<file path="src/hw/low_frequency_clock_pkg.sv">
// Constants for the low-frequency clock source and trace configuration block
// Notes on behaviour
// - Status reports active source and running bit
// - Start task copies source selection to shadow
// - Source field: 0 RC, 1 crystal, 2 synth
// - Bypass bit selects rail-to-rail external clock
// - External bit takes external source instead of crystal
// - High-frequency start task starts the crystal
// - Started event after power-up plus debounce time
// - Calibration interval kept across ordinary resets
// - Trace speed field: 16, 8, 4, 2 MHz
// - Trace config reset only by debug reset
package lf_clock_pkg;
	localparam logic [11:0] OFS_TASK_HF_START   = 12'h000;
	localparam logic [11:0] OFS_TASK_LF_START   = 12'h008;
	localparam logic [11:0] OFS_IRQ_STATUS      = 12'h100;
	localparam logic [11:0] OFS_IRQ_MASK        = 12'h304;
	localparam logic [11:0] OFS_LF_STATUS       = 12'h418;
	localparam logic [11:0] OFS_LF_SHADOW       = 12'h41c;
	localparam logic [11:0] OFS_LF_SELECT       = 12'h518;
	localparam logic [11:0] OFS_HF_DEBOUNCE     = 12'h528;
	localparam logic [11:0] OFS_CAL_INTERVAL    = 12'h538;
	localparam logic [11:0] OFS_TRACE_CONFIG    = 12'h55c;
	localparam logic [11:0] OFS_LF_RC_MODE      = 12'h5b4;

	localparam int SOURCE_LSB   = 0;
	localparam int BYPASS_BIT   = 16;
	localparam int EXTERNAL_BIT = 17;
	localparam int RUNNING_BIT  = 16;
	localparam int SPEED_LSB    = 0;
	localparam int ROUTING_LSB  = 16;
	localparam int IRQ_HF_BIT   = 0;
	localparam int IRQ_LF_BIT   = 1;

	localparam logic [1:0] SOURCE_RC    = 2'h0;
	localparam logic [1:0] SOURCE_XTAL  = 2'h1;
	localparam logic [1:0] SOURCE_SYNTH = 2'h2;

	localparam logic [1:0] ROUTE_GPIO     = 2'h0;
	localparam logic [1:0] ROUTE_SERIAL   = 2'h1;
	localparam logic [1:0] ROUTE_PARALLEL = 2'h2;

	localparam logic [31:0] RST_LF_SELECT    = 32'h0000_0000;
	localparam logic [31:0] RST_LF_SHADOW    = 32'h0000_0000;
	localparam logic [31:0] RST_TRACE_CONFIG = 32'h0000_0000;
	localparam logic [31:0] RST_HF_DEBOUNCE  = 32'h0000_0010;
	localparam logic [31:0] RST_CAL_INTERVAL = 32'h0000_0000;
	localparam logic [31:0] RST_LF_RC_MODE   = 32'h0000_0000;

	localparam int CLK_MHZ          = 250;
	localparam int HF_POWER_UP_US   = 50;
	localparam int HF_POWER_UP_CYC  = HF_POWER_UP_US * CLK_MHZ;
	localparam int DEBOUNCE_UNIT_NS = 16;
	localparam int DEBOUNCE_UNIT_CYC = (DEBOUNCE_UNIT_NS * CLK_MHZ + 999) / 1000;
	localparam int LF_START_CYC     = 64;

	typedef enum logic [1:0] {HF_OFF, HF_POWERUP, HF_DEBOUNCE, HF_RUN} hf_state_t;
endpackage

</file>
<file path="src/hw/low_frequency_clock_ctrl.sv">
// Low-frequency clock source, crystal start and trace configuration
//
// The Avalon-MM register port was decided locally.
`timescale 1ns/10ps
module lf_clock_ctrl
	import lf_clock_pkg::*;
#(
	parameter int HF_POWER_UP = HF_POWER_UP_CYC
) (
	input  wire logic        CLK,
	input  wire logic        RESET_N,
	input  wire logic        DEBUG_RESET_N,
	input  wire logic        POWER_ON_RESET_N,
	input  wire logic [11:0] AVS_ADDRESS,
	input  wire logic        AVS_READ,
	input  wire logic        AVS_WRITE,
	input  wire logic [31:0] AVS_WRITEDATA,
	input  wire logic [3:0]  AVS_BYTEENABLE,
	output logic      [31:0] AVS_READDATA,
	output logic             AVS_WAITREQUEST,
	output logic             AVS_RESPONSE_ERR,
	input  wire logic        LF_OSC_READY,
	output logic             LF_OSC_ENABLE,
	output logic [1:0]       LF_SOURCE,
	output logic             LF_BYPASS,
	output logic             LF_EXTERNAL,
	output logic             HF_XTAL_ENABLE,
	output logic             HF_STARTED,
	output logic             IRQ,
	output logic             TRACE_CLOCK_PIN,
	output logic             TRACE_CLOCK_ROUTED,
	output logic             TRACE_DATA_ROUTED,
	output logic             SERIAL_TRACE_ROUTED
);
	initial begin
		if (HF_POWER_UP < 1) $error("power-up count must be positive");
	end

	logic        rst_s1_q;
	logic        rst_n;
	logic        ack_q;
	logic        wr;
	logic        rd;
	logic [31:0] wmask;
	logic [31:0] lf_select_q;
	logic [1:0]  lf_shadow_q;
	logic [1:0]  lf_active_q;
	logic        lf_running_q;
	logic        lf_starting_q;
	logic [6:0]  lf_cnt_q;
	logic [31:0] debounce_q;
	logic [31:0] rc_mode_q;
	logic [31:0] cal_interval;
	logic [31:0] trace_cfg;
	hf_state_t   hf_state_q;
	logic [31:0] hf_cnt_q;
	logic        hf_event;
	logic        lf_event;
	logic [1:0]  irq_status_q;
	logic [1:0]  irq_mask_q;
	logic        hf_task;
	logic        lf_task;

	function automatic logic hit(input logic [11:0] a, input logic [11:0] o);
		hit = (a[11:2] == o[11:2]);
	endfunction

	function automatic logic [31:0] merge(input logic [31:0] old,
			input logic [31:0] nw, input logic [31:0] m);
		merge = (old & ~m) | (nw & m);
	endfunction

	// Reset release through two flops
	always_ff @(posedge CLK or negedge RESET_N) begin
		if (!RESET_N) begin
			rst_s1_q <= 1'b0;
			rst_n    <= 1'b0;
		end else begin
			rst_s1_q <= 1'b1;
			rst_n    <= rst_s1_q;
		end
	end

	// One wait state per access
	always_ff @(posedge CLK or negedge rst_n) begin
		if (!rst_n) begin
			ack_q <= 1'b0;
		end else begin
			ack_q <= (AVS_READ | AVS_WRITE) & ~ack_q;
		end
	end

	assign AVS_WAITREQUEST = (AVS_READ | AVS_WRITE) & ~ack_q;
	assign wr = AVS_WRITE & ack_q;
	assign rd = AVS_READ & ~ack_q;

	genvar gi;
	generate
		for (gi = 0; gi < 4; gi++) begin : g_mask
			assign wmask[gi*8 +: 8] = {8{AVS_BYTEENABLE[gi]}};
		end
	endgenerate

	assign hf_task = wr & hit(AVS_ADDRESS, OFS_TASK_HF_START)
		& AVS_WRITEDATA[0] & AVS_BYTEENABLE[0];
	assign lf_task = wr & hit(AVS_ADDRESS, OFS_TASK_LF_START)
		& AVS_WRITEDATA[0] & AVS_BYTEENABLE[0];

	// Source selection: source, bypass and external bits
	always_ff @(posedge CLK or negedge rst_n) begin
		if (!rst_n) begin
			lf_select_q <= RST_LF_SELECT;
		end else if (wr && hit(AVS_ADDRESS, OFS_LF_SELECT)) begin
			lf_select_q <= merge(lf_select_q, AVS_WRITEDATA, wmask)
				& 32'h0003_0003;
		end
	end

	assign LF_SOURCE   = lf_select_q[SOURCE_LSB +: 2];
	assign LF_BYPASS   = lf_select_q[BYPASS_BIT];
	assign LF_EXTERNAL = lf_select_q[EXTERNAL_BIT];

	// Shadow copy taken on start task
	always_ff @(posedge CLK or negedge rst_n) begin
		if (!rst_n) begin
			lf_shadow_q <= RST_LF_SHADOW[1:0];
		end else if (lf_task) begin
			lf_shadow_q <= lf_select_q[SOURCE_LSB +: 2];
		end
	end

	// Low-frequency start: running after oscillator ready and settle count
	always_ff @(posedge CLK or negedge rst_n) begin
		if (!rst_n) begin
			lf_starting_q <= 1'b0;
			lf_running_q  <= 1'b0;
			lf_active_q   <= SOURCE_RC;
			lf_cnt_q      <= 7'd0;
		end else if (lf_task) begin
			lf_starting_q <= 1'b1;
			lf_running_q  <= 1'b0;
			lf_active_q   <= lf_select_q[SOURCE_LSB +: 2];
			lf_cnt_q      <= 7'd0;
		end else if (lf_starting_q && LF_OSC_READY) begin
			if (lf_cnt_q == 7'(LF_START_CYC - 1)) begin
				lf_starting_q <= 1'b0;
				lf_running_q  <= 1'b1;
			end else begin
				lf_cnt_q <= lf_cnt_q + 7'd1;
			end
		end
	end

	assign lf_event = lf_starting_q & LF_OSC_READY
		& (lf_cnt_q == 7'(LF_START_CYC - 1));
	assign LF_OSC_ENABLE = lf_starting_q | lf_running_q;

	// Debounce register; writes during start-up are software's to avoid
	always_ff @(posedge CLK or negedge rst_n) begin
		if (!rst_n) begin
			debounce_q <= RST_HF_DEBOUNCE;
		end else if (wr && hit(AVS_ADDRESS, OFS_HF_DEBOUNCE)) begin
			debounce_q <= merge(debounce_q, AVS_WRITEDATA, wmask);
		end
	end

	always_ff @(posedge CLK or negedge rst_n) begin
		if (!rst_n) begin
			rc_mode_q <= RST_LF_RC_MODE;
		end else if (wr && hit(AVS_ADDRESS, OFS_LF_RC_MODE)) begin
			rc_mode_q <= merge(rc_mode_q, AVS_WRITEDATA, wmask) & 32'h0000_0003;
		end
	end

	// Crystal start sequence: power-up then debounce
	always_ff @(posedge CLK or negedge rst_n) begin
		if (!rst_n) begin
			hf_state_q <= HF_OFF;
			hf_cnt_q   <= 32'h0000_0000;
		end else begin
			case (hf_state_q)
				HF_OFF: begin
					if (hf_task) begin
						hf_state_q <= HF_POWERUP;
						hf_cnt_q   <= 32'(HF_POWER_UP - 1);
					end
				end
				HF_POWERUP: begin
					if (hf_cnt_q == 32'h0000_0000) begin
						hf_state_q <= HF_DEBOUNCE;
						hf_cnt_q   <= 32'(debounce_q[7:0] * DEBOUNCE_UNIT_CYC);
					end else begin
						hf_cnt_q <= hf_cnt_q - 32'h0000_0001;
					end
				end
				HF_DEBOUNCE: begin
					if (hf_cnt_q == 32'h0000_0000) begin
						hf_state_q <= HF_RUN;
					end else begin
						hf_cnt_q <= hf_cnt_q - 32'h0000_0001;
					end
				end
				HF_RUN: begin
					hf_state_q <= HF_RUN;
				end
				default: hf_state_q <= HF_OFF;
			endcase
		end
	end

	assign hf_event = (hf_state_q == HF_DEBOUNCE) && (hf_cnt_q == 32'h0);
	assign HF_XTAL_ENABLE = (hf_state_q != HF_OFF);
	assign HF_STARTED = (hf_state_q == HF_RUN);

	// Sticky status, set wins over write-one-to-clear
	always_ff @(posedge CLK or negedge rst_n) begin
		if (!rst_n) begin
			irq_status_q <= 2'h0;
		end else begin
			if (wr && hit(AVS_ADDRESS, OFS_IRQ_STATUS) && AVS_BYTEENABLE[0]) begin
				irq_status_q <= irq_status_q & ~AVS_WRITEDATA[1:0]
					| {lf_event, hf_event};
			end else begin
				irq_status_q <= irq_status_q | {lf_event, hf_event};
			end
		end
	end

	always_ff @(posedge CLK or negedge rst_n) begin
		if (!rst_n) begin
			irq_mask_q <= 2'h0;
		end else if (wr && hit(AVS_ADDRESS, OFS_IRQ_MASK) && AVS_BYTEENABLE[0]) begin
			irq_mask_q <= AVS_WRITEDATA[1:0];
		end
	end

	assign IRQ = |(irq_status_q & irq_mask_q);

	// Calibration interval survives system reset
	lf_clock_retained_reg #(.WIDTH(32), .INIT(RST_CAL_INTERVAL)) u_cal (
		.clk        (CLK),
		.keep_rst_n (POWER_ON_RESET_N),
		.wr         (wr && hit(AVS_ADDRESS, OFS_CAL_INTERVAL)),
		.wdata      (merge(cal_interval, AVS_WRITEDATA, wmask) & 32'h0000_007f),
		.value      (cal_interval)
	);

	// Trace configuration cleared by debug reset only
	lf_clock_retained_reg #(.WIDTH(32), .INIT(RST_TRACE_CONFIG)) u_trace (
		.clk        (CLK),
		.keep_rst_n (DEBUG_RESET_N),
		.wr         (wr && hit(AVS_ADDRESS, OFS_TRACE_CONFIG)),
		.wdata      (merge(trace_cfg, AVS_WRITEDATA, wmask) & 32'h0003_0003),
		.value      (trace_cfg)
	);

	lf_clock_trace_clock u_tclk (
		.clk          (CLK),
		.rst_n        (DEBUG_RESET_N),
		.speed        (trace_cfg[SPEED_LSB +: 2]),
		.routing      (trace_cfg[ROUTING_LSB +: 2]),
		.trace_clk    (TRACE_CLOCK_PIN),
		.clk_route    (TRACE_CLOCK_ROUTED),
		.data_route   (TRACE_DATA_ROUTED),
		.serial_route (SERIAL_TRACE_ROUTED)
	);

	// Read data registered on the first cycle, presented with waitrequest low
	always_ff @(posedge CLK or negedge rst_n) begin
		if (!rst_n) begin
			AVS_READDATA     <= 32'h0000_0000;
			AVS_RESPONSE_ERR <= 1'b0;
		end else if (rd) begin
			AVS_RESPONSE_ERR <= 1'b0;
			case (1'b1)
				hit(AVS_ADDRESS, OFS_LF_STATUS): AVS_READDATA <=
					{15'h0, lf_running_q, 14'h0, lf_active_q};
				hit(AVS_ADDRESS, OFS_LF_SHADOW): AVS_READDATA <=
					{30'h0, lf_shadow_q};
				hit(AVS_ADDRESS, OFS_LF_SELECT):    AVS_READDATA <= lf_select_q;
				hit(AVS_ADDRESS, OFS_HF_DEBOUNCE):  AVS_READDATA <= debounce_q;
				hit(AVS_ADDRESS, OFS_CAL_INTERVAL): AVS_READDATA <= cal_interval;
				hit(AVS_ADDRESS, OFS_TRACE_CONFIG): AVS_READDATA <= trace_cfg;
				hit(AVS_ADDRESS, OFS_LF_RC_MODE):   AVS_READDATA <= rc_mode_q;
				hit(AVS_ADDRESS, OFS_IRQ_STATUS):
					AVS_READDATA <= {30'h0, irq_status_q};
				hit(AVS_ADDRESS, OFS_IRQ_MASK):
					AVS_READDATA <= {30'h0, irq_mask_q};
				hit(AVS_ADDRESS, OFS_TASK_HF_START),
				hit(AVS_ADDRESS, OFS_TASK_LF_START):
					AVS_READDATA <= 32'h0000_0000;
				default: begin
					AVS_READDATA     <= 32'h0000_0000;
					AVS_RESPONSE_ERR <= 1'b1;
				end
			endcase
		end
	end

	a_shadow_copy: assert property (
		@(posedge CLK) disable iff (!rst_n)
		lf_task |=> lf_shadow_q == $past(lf_select_q[1:0]))
		else $error("shadow not copied on start");
	a_shadow_hold: assert property (
		@(posedge CLK) disable iff (!rst_n)
		!lf_task |=> $stable(lf_shadow_q))
		else $error("shadow changed without start");
	a_hf_enable: assert property (
		@(posedge CLK) disable iff (!rst_n)
		hf_task && hf_state_q == HF_OFF |=> HF_XTAL_ENABLE)
		else $error("crystal not enabled by task");
	a_hf_no_early: assert property (
		@(posedge CLK) disable iff (!rst_n)
		$rose(hf_state_q == HF_POWERUP) |-> !HF_STARTED [*2])
		else $error("started too early");
	a_hf_event_run: assert property (
		@(posedge CLK) disable iff (!rst_n)
		hf_event |=> HF_STARTED && irq_status_q[IRQ_HF_BIT])
		else $error("event without run or status");
	a_hf_status_clr: assert property (
		@(posedge CLK) disable iff (!rst_n)
		wr && hit(AVS_ADDRESS, OFS_IRQ_STATUS) && AVS_BYTEENABLE[0]
			&& AVS_WRITEDATA[IRQ_HF_BIT] && !hf_event
		|=> !irq_status_q[IRQ_HF_BIT])
		else $error("started status not cleared");
	a_lf_running: assert property (
		@(posedge CLK) disable iff (!rst_n)
		lf_event |=> lf_running_q && lf_active_q == $past(lf_active_q))
		else $error("running bit not set");
	a_lf_restart: assert property (
		@(posedge CLK) disable iff (!rst_n)
		lf_task |=> lf_starting_q && !lf_running_q)
		else $error("start task did not restart clock");
	a_src_legal: assert property (
		@(posedge CLK) disable iff (!rst_n)
		lf_select_q[31:18] == 14'h0 && lf_select_q[15:2] == 14'h0)
		else $error("reserved select bits set");
	a_cal_write: assert property (
		@(posedge CLK) disable iff (!rst_n)
		wr && hit(AVS_ADDRESS, OFS_CAL_INTERVAL) && AVS_BYTEENABLE == 4'hf
		|=> cal_interval == ($past(AVS_WRITEDATA) & 32'h0000_007f))
		else $error("interval write lost");
	a_trace_fields: assert property (
		@(posedge CLK) disable iff (!DEBUG_RESET_N)
		trace_cfg[31:18] == 14'h0 && trace_cfg[15:2] == 14'h0)
		else $error("reserved trace bits set");
	a_route_excl: assert property (
		@(posedge CLK) disable iff (!DEBUG_RESET_N)
		!(SERIAL_TRACE_ROUTED && TRACE_DATA_ROUTED))
		else $error("serial and parallel both routed");
	a_trace_serial: assert property (
		@(posedge CLK) disable iff (!DEBUG_RESET_N)
		trace_cfg[ROUTING_LSB +: 2] == ROUTE_SERIAL
		|=> SERIAL_TRACE_ROUTED && !TRACE_CLOCK_ROUTED && !TRACE_DATA_ROUTED)
		else $error("serial routing wrong");
	a_ext_flags: assert property (
		@(posedge CLK) disable iff (!rst_n)
		wr && hit(AVS_ADDRESS, OFS_LF_SELECT) && AVS_BYTEENABLE[2]
		|=> LF_EXTERNAL == $past(AVS_WRITEDATA[EXTERNAL_BIT])
			&& LF_BYPASS == $past(AVS_WRITEDATA[BYPASS_BIT]))
		else $error("external flags mismatch");

	c_hf_start: cover property (@(posedge CLK) disable iff (!rst_n) hf_event);
	c_lf_start: cover property (@(posedge CLK) disable iff (!rst_n) lf_event);
	c_irq:      cover property (@(posedge CLK) disable iff (!rst_n) IRQ);
	c_parallel: cover property (@(posedge CLK) TRACE_DATA_ROUTED);
endmodule

</file>
<file path="src/hw/low_frequency_clock_retained_reg.sv">
// Register that ignores system reset and clears only on its own reset
`timescale 1ns/10ps
module lf_clock_retained_reg
	import lf_clock_pkg::*;
#(
	parameter int          WIDTH = 32,
	parameter logic [31:0] INIT  = 32'h0000_0000
) (
	input  wire logic             clk,
	input  wire logic             keep_rst_n,
	input  wire logic             wr,
	input  wire logic [WIDTH-1:0] wdata,
	output logic      [WIDTH-1:0] value
);
	initial begin
		if (WIDTH < 1 || WIDTH > 32) $error("bad width");
	end

	always_ff @(posedge clk or negedge keep_rst_n) begin
		if (!keep_rst_n) begin
			value <= INIT[WIDTH-1:0];
		end else if (wr) begin
			value <= wdata;
		end
	end
endmodule

</file>
<file path="src/hw/low_frequency_clock_trace_clock.sv">
// Trace clock divider and trace pin routing
`timescale 1ns/10ps
module lf_clock_trace_clock
	import lf_clock_pkg::*;
(
	input  wire logic       clk,
	input  wire logic       rst_n,
	input  wire logic [1:0] speed,
	input  wire logic [1:0] routing,
	output logic            trace_clk,
	output logic            clk_route,
	output logic            data_route,
	output logic            serial_route
);
	logic [5:0] div_q;
	logic [5:0] limit;

	// Half period minus one in system cycles for 16/8/4/2 MHz at 250 MHz, rounded
	always_comb begin
		case (speed)
			2'h0: limit = 6'd7;
			2'h1: limit = 6'd15;
			2'h2: limit = 6'd30;
			default: limit = 6'd61;
		endcase
	end

	always_ff @(posedge clk or negedge rst_n) begin
		if (!rst_n) begin
			div_q <= 6'd0;
		end else if (div_q >= limit) begin
			div_q <= 6'd0;
		end else begin
			div_q <= div_q + 6'd1;
		end
	end

	always_ff @(posedge clk or negedge rst_n) begin
		if (!rst_n) begin
			trace_clk <= 1'b0;
		end else if (div_q >= limit) begin
			trace_clk <= ~trace_clk;
		end
	end

	always_ff @(posedge clk or negedge rst_n) begin
		if (!rst_n) begin
			clk_route    <= 1'b0;
			data_route   <= 1'b0;
			serial_route <= 1'b0;
		end else begin
			clk_route    <= (routing == ROUTE_PARALLEL);
			data_route   <= (routing == ROUTE_PARALLEL);
			serial_route <= (routing == ROUTE_SERIAL);
		end
	end
endmodule

</file>
<file path="config.mk">
export PLATFORM = sky130hd
export DESIGN_NAME = lf_clock_ctrl
export DESIGN_NICKNAME = d
export VERILOG_FILES = /design/src/hw/low_frequency_clock_pkg.sv /design/src/hw/low_frequency_clock_ctrl.sv /design/src/hw/low_frequency_clock_retained_reg.sv /design/src/hw/low_frequency_clock_trace_clock.sv
export SDC_FILE = /design/constraint.sdc
export NUM_CORES = 1
export LEC_CHECK = 0
export ABC_CLOCK_PERIOD_IN_PS = 5500
export CAP_MARGIN = 5
export CORE_MARGIN = 8
export CORE_UTILIZATION = 60
export CTS_BUF_LIST = sky130_fd_sc_hd__clkbuf_8 sky130_fd_sc_hd__clkbuf_16
export DETAILED_ROUTE_END_ITERATION = 8
export DONT_BUFFER_PORTS = 1
export GPL_TIMING_DRIVEN = 0
export PLACE_DENSITY_LB_ADDON = 0.08
export SETUP_SLACK_MARGIN = 0.2
export SYNTH_ARGS = -nofsm -noshare
export SYNTH_HDL_FRONTEND = slang
export SYNTH_HIERARCHICAL = 1
export SYNTH_SLANG_ARGS = --single-unit
</file>
<file path="constraint.sdc">
create_clock -name CLK -period 5.5 [get_ports CLK]
set_input_delay 0.55 -clock CLK [delete_from_list [all_inputs] [get_ports CLK]]
set_output_delay 0.55 -clock CLK [all_outputs]
set_load 0.02 [all_outputs]
</file>
==> results.txt <==
final setup margin -> 2.523 ns
run status -> completed
H-Tree Depth -> 4
Iteration-0 DRC Markers -> 421
Worst Tran Pin Value -> 0.9437 ns
Net Sw Frac -> 0.3373
Fin Setup TNS -> 0 ns
Pwr Total -> 3801 uW
clock buffer count from CTS -> 17
Die Span Y -> 143.7 um
WL final -> 24030 um
Syn-to-layout area delta -> 12.05%
combinational power share -> 0.247
Final Setup Violations -> 0
FF+latch area -> 4910 um2
Synthesis Warnings -> 6
DR vias -> 6865
register area share after synthesis -> 0.5017
post-layout util -> 0.6897
number of synthesized flops with an enable pin -> 0
Synth Area in Adders -> 0.02047
area share of and/or/nand/nor cells after synthesis -> 0.1486
Global Route Usage Sum -> 0.2471
xor/xnor share of the synthesized area -> 0.02060
largest net degree at the start of global routing -> 47
vias per cell -> 5.868
highest net fanout along the worst path -> 9
dpl cell area -> 10300 um2
die area -> 20640 um2
HPWL Detailed -> 17420 um
Worst EP arrival -> 3.30 ns
Final ANT Viol Nets -> 0
num ports -> 101
clock network power share -> 0.319
top cells by area, synth -> dfrtp_1 (50%), mux2_4 (9.2%), mux2_2 (6.6%)
top_reg_cell synth -> dfrtp_1
PortBufs -> 0
Cell Pwr Density -> 346.9 nW/um2
Slew Limit Fails -> 0
post-route minimum period -> 2.977 ns
Synth Instances -> 863
CTS tree -> done
Mapped Area -> 9778 um2
Die W -> 143.7 um
Layout fillers -> 1222
area share of the largest cell type after synthesis -> 0.4990
HP Class -> in2reg
startpoint type of the worst setup path -> flip-flop
grt ovf -> 0
Worst Setup End Kind -> flip-flop
#FFs+latches synth -> 196
skew final -> 0.009235 ns
clock tree sinks -> 196
Avg Cell Area, Syn -> 11.33 um2
WL per Instance -> 20.54 um
Max-Cap Viols -> 0
PostCTS Resize Cnt -> 0
DRC viols -> 0
Core Area -> 15890 um2
layout cells sized above 1 -> 0.1939
Worst slew margin -> 0.3650
area fraction in compound gates after synthesis -> 0.1127
Pint -> 2519 uW
Max clock buf depth -> 2
mux cell area share after synthesis -> 0.1588
largest area contributor in the netlist -> dfrtp_1
Layout Nets -> 1012
asr flop ratio synth -> 1.000
worst vdd ir -> 0.2390 mV
fin crit share -> 0.5413
Leakage -> 0.005098 uW
main combinational cell family by area after synthesis -> multiplexers
most numerous cell in the Yosys netlist -> dfrtp_1
CP required -> 5.82 ns
Core Rows -> 46
first-pass GRT wire length -> 39390 um
worst skew pair latency -> 0.44 ns
switching pwr -> 1282 uW
DRT Pass-1 Iters -> 5
# diodes -> 0
Yosys cell types -> 65
Final Hold Vio Count -> 0
vias in the first global route -> 7481
Reg power frac -> 0.433
synth cell count leaders -> dfrtp_1 (195), o21ai_0 (92), nand2_1 (70), nor2_1 (66), mux2_4 (60)
Placer Congestion -> 0.9005
clock root cell -> clkbuf_16
RSZ-0062 raised after global routing -> false
Final Cell Area -> 10960 um2
CP Class -> reg2reg
fmax -> 335.9 MHz
Multi-input gate area -> 4712 um2
Reg clk slew, reported paths -> 0.07 ns
dpl ws -> 2.315 ns
initial antenna violation count -> 0
Initial Utilization -> 0.6155
-- cell families (layout without fill, tap and decap cells) --
logic type      Yosys count  count (layout)
other cells               2              54
simple gates            275             275
buf+inv                  60              99
mux                     118             118
compound gates          173             173
flops                   196             196
fa+ha+maj                16              16
xor+xnor                 23              23
-- power by group through the flow --
| stage | Combinational, uW | Clock [uW] | Sequential (uW) |
|---|---|---|---|
| finish | 941 | 1210 | 1650 |
| global route | 1050 | 1280 | 1660 |
| CTS | 939 | 1230 | 1650 |
| detailed placement | 909 | 0 | 1670 |
| global placement | 856 | 0 | 1680 |
| floorplan | 688 | 0 | 1650 |
-- repair_timing --
action / CTS / global route
setup endpoints to repair: 0 / 0
endpoints found under the hold margin: 75 / 0
setup buffers: 0 / 0
hold buffers: 5 / 0
-- per-stage QoR --
step	hold slack (ns)	cells
global placement	0.2545	1131
global route	0.2427	1170
floorplan	0.2544	915
finish	0.2537	1170
detailed placement	0.2545	1133
CTS	0.2477	1170
-- cells in the final DEF (no fill, tap or decap), types with 5 or more instances in the layout --
cell / instances
a21oi_1: 13
nor4_1: 13
nor2_1: 66
xor2_1: 19
nor3_1: 9
buf_12: 7
nand2b_1: 34
clkbuf_16: 17
a21o_1: 5
nand3_1: 13
dfrtp_1: 194
nand2_1: 70
inv_1: 20
clkbuf_8: 6
buf_2: 5
o21ai_0: 92
ha_1: 16
a22o_1: 33
mux2_4: 60
nor2b_1: 6
conb_1: 54
clkbuf_1: 23
or3_1: 7
mux2_2: 57
nand4_1: 16
-- cell type report --
cell class,count,area share
clock buffer,23,0.04636
multi-input combinational,659,0.4301
tap,216,0.02467
sequential,196,0.4481
buffer,40,0.02558
inverter,20,0.006852
timing repair buffer,7,0.01210
clock inverter,9,0.006281
-- metal layers --
metal	track usage	share of wire	up-vias
li1	-	-	3198
met1	0.2833	0.40	3443
met2	0.4363	0.53	177
met3	0.06337	0.052	47
met4	0.09242	0.024	0
met5	0	0	-
-- path summary, 6_finish.rpt --
path | startpoint | to | slack, ns | cells after the start
hold / removal | AVS_WRITEDATA[26] | flip-flop | 0.25 | 1
setup / recovery | hf_cnt_q[6]$_DFFE_PN0P_ | hf_cnt_q[4]$_DFFE_PN0P_ | 2.52 | 6
min in group asynchronous | rst_n$_DFF_PN0_ | asynchronous set/reset pin | 0.28 | 0
setup reg to reg | hf_cnt_q[6]$_DFFE_PN0P_ | hf_cnt_q[4]$_DFFE_PN0P_ | 2.52 | 6
max in group asynchronous | rst_n$_DFF_PN0_ | asynchronous set/reset pin | 4.28 | 2
hold reg to reg | rst_n$_DFF_PN0_ | asynchronous set/reset pin | 0.28 | 0
-- critical path: stages, from the launching register on --
cell      delay, ns
dfrtp_1        0.46
nor4_1         0.83
nand2_1        0.27
nor4_4         0.55
mux2_2         0.40
a221oi_1       0.23
o21ai_0        0.10
(Power assumes the default switching activity.)
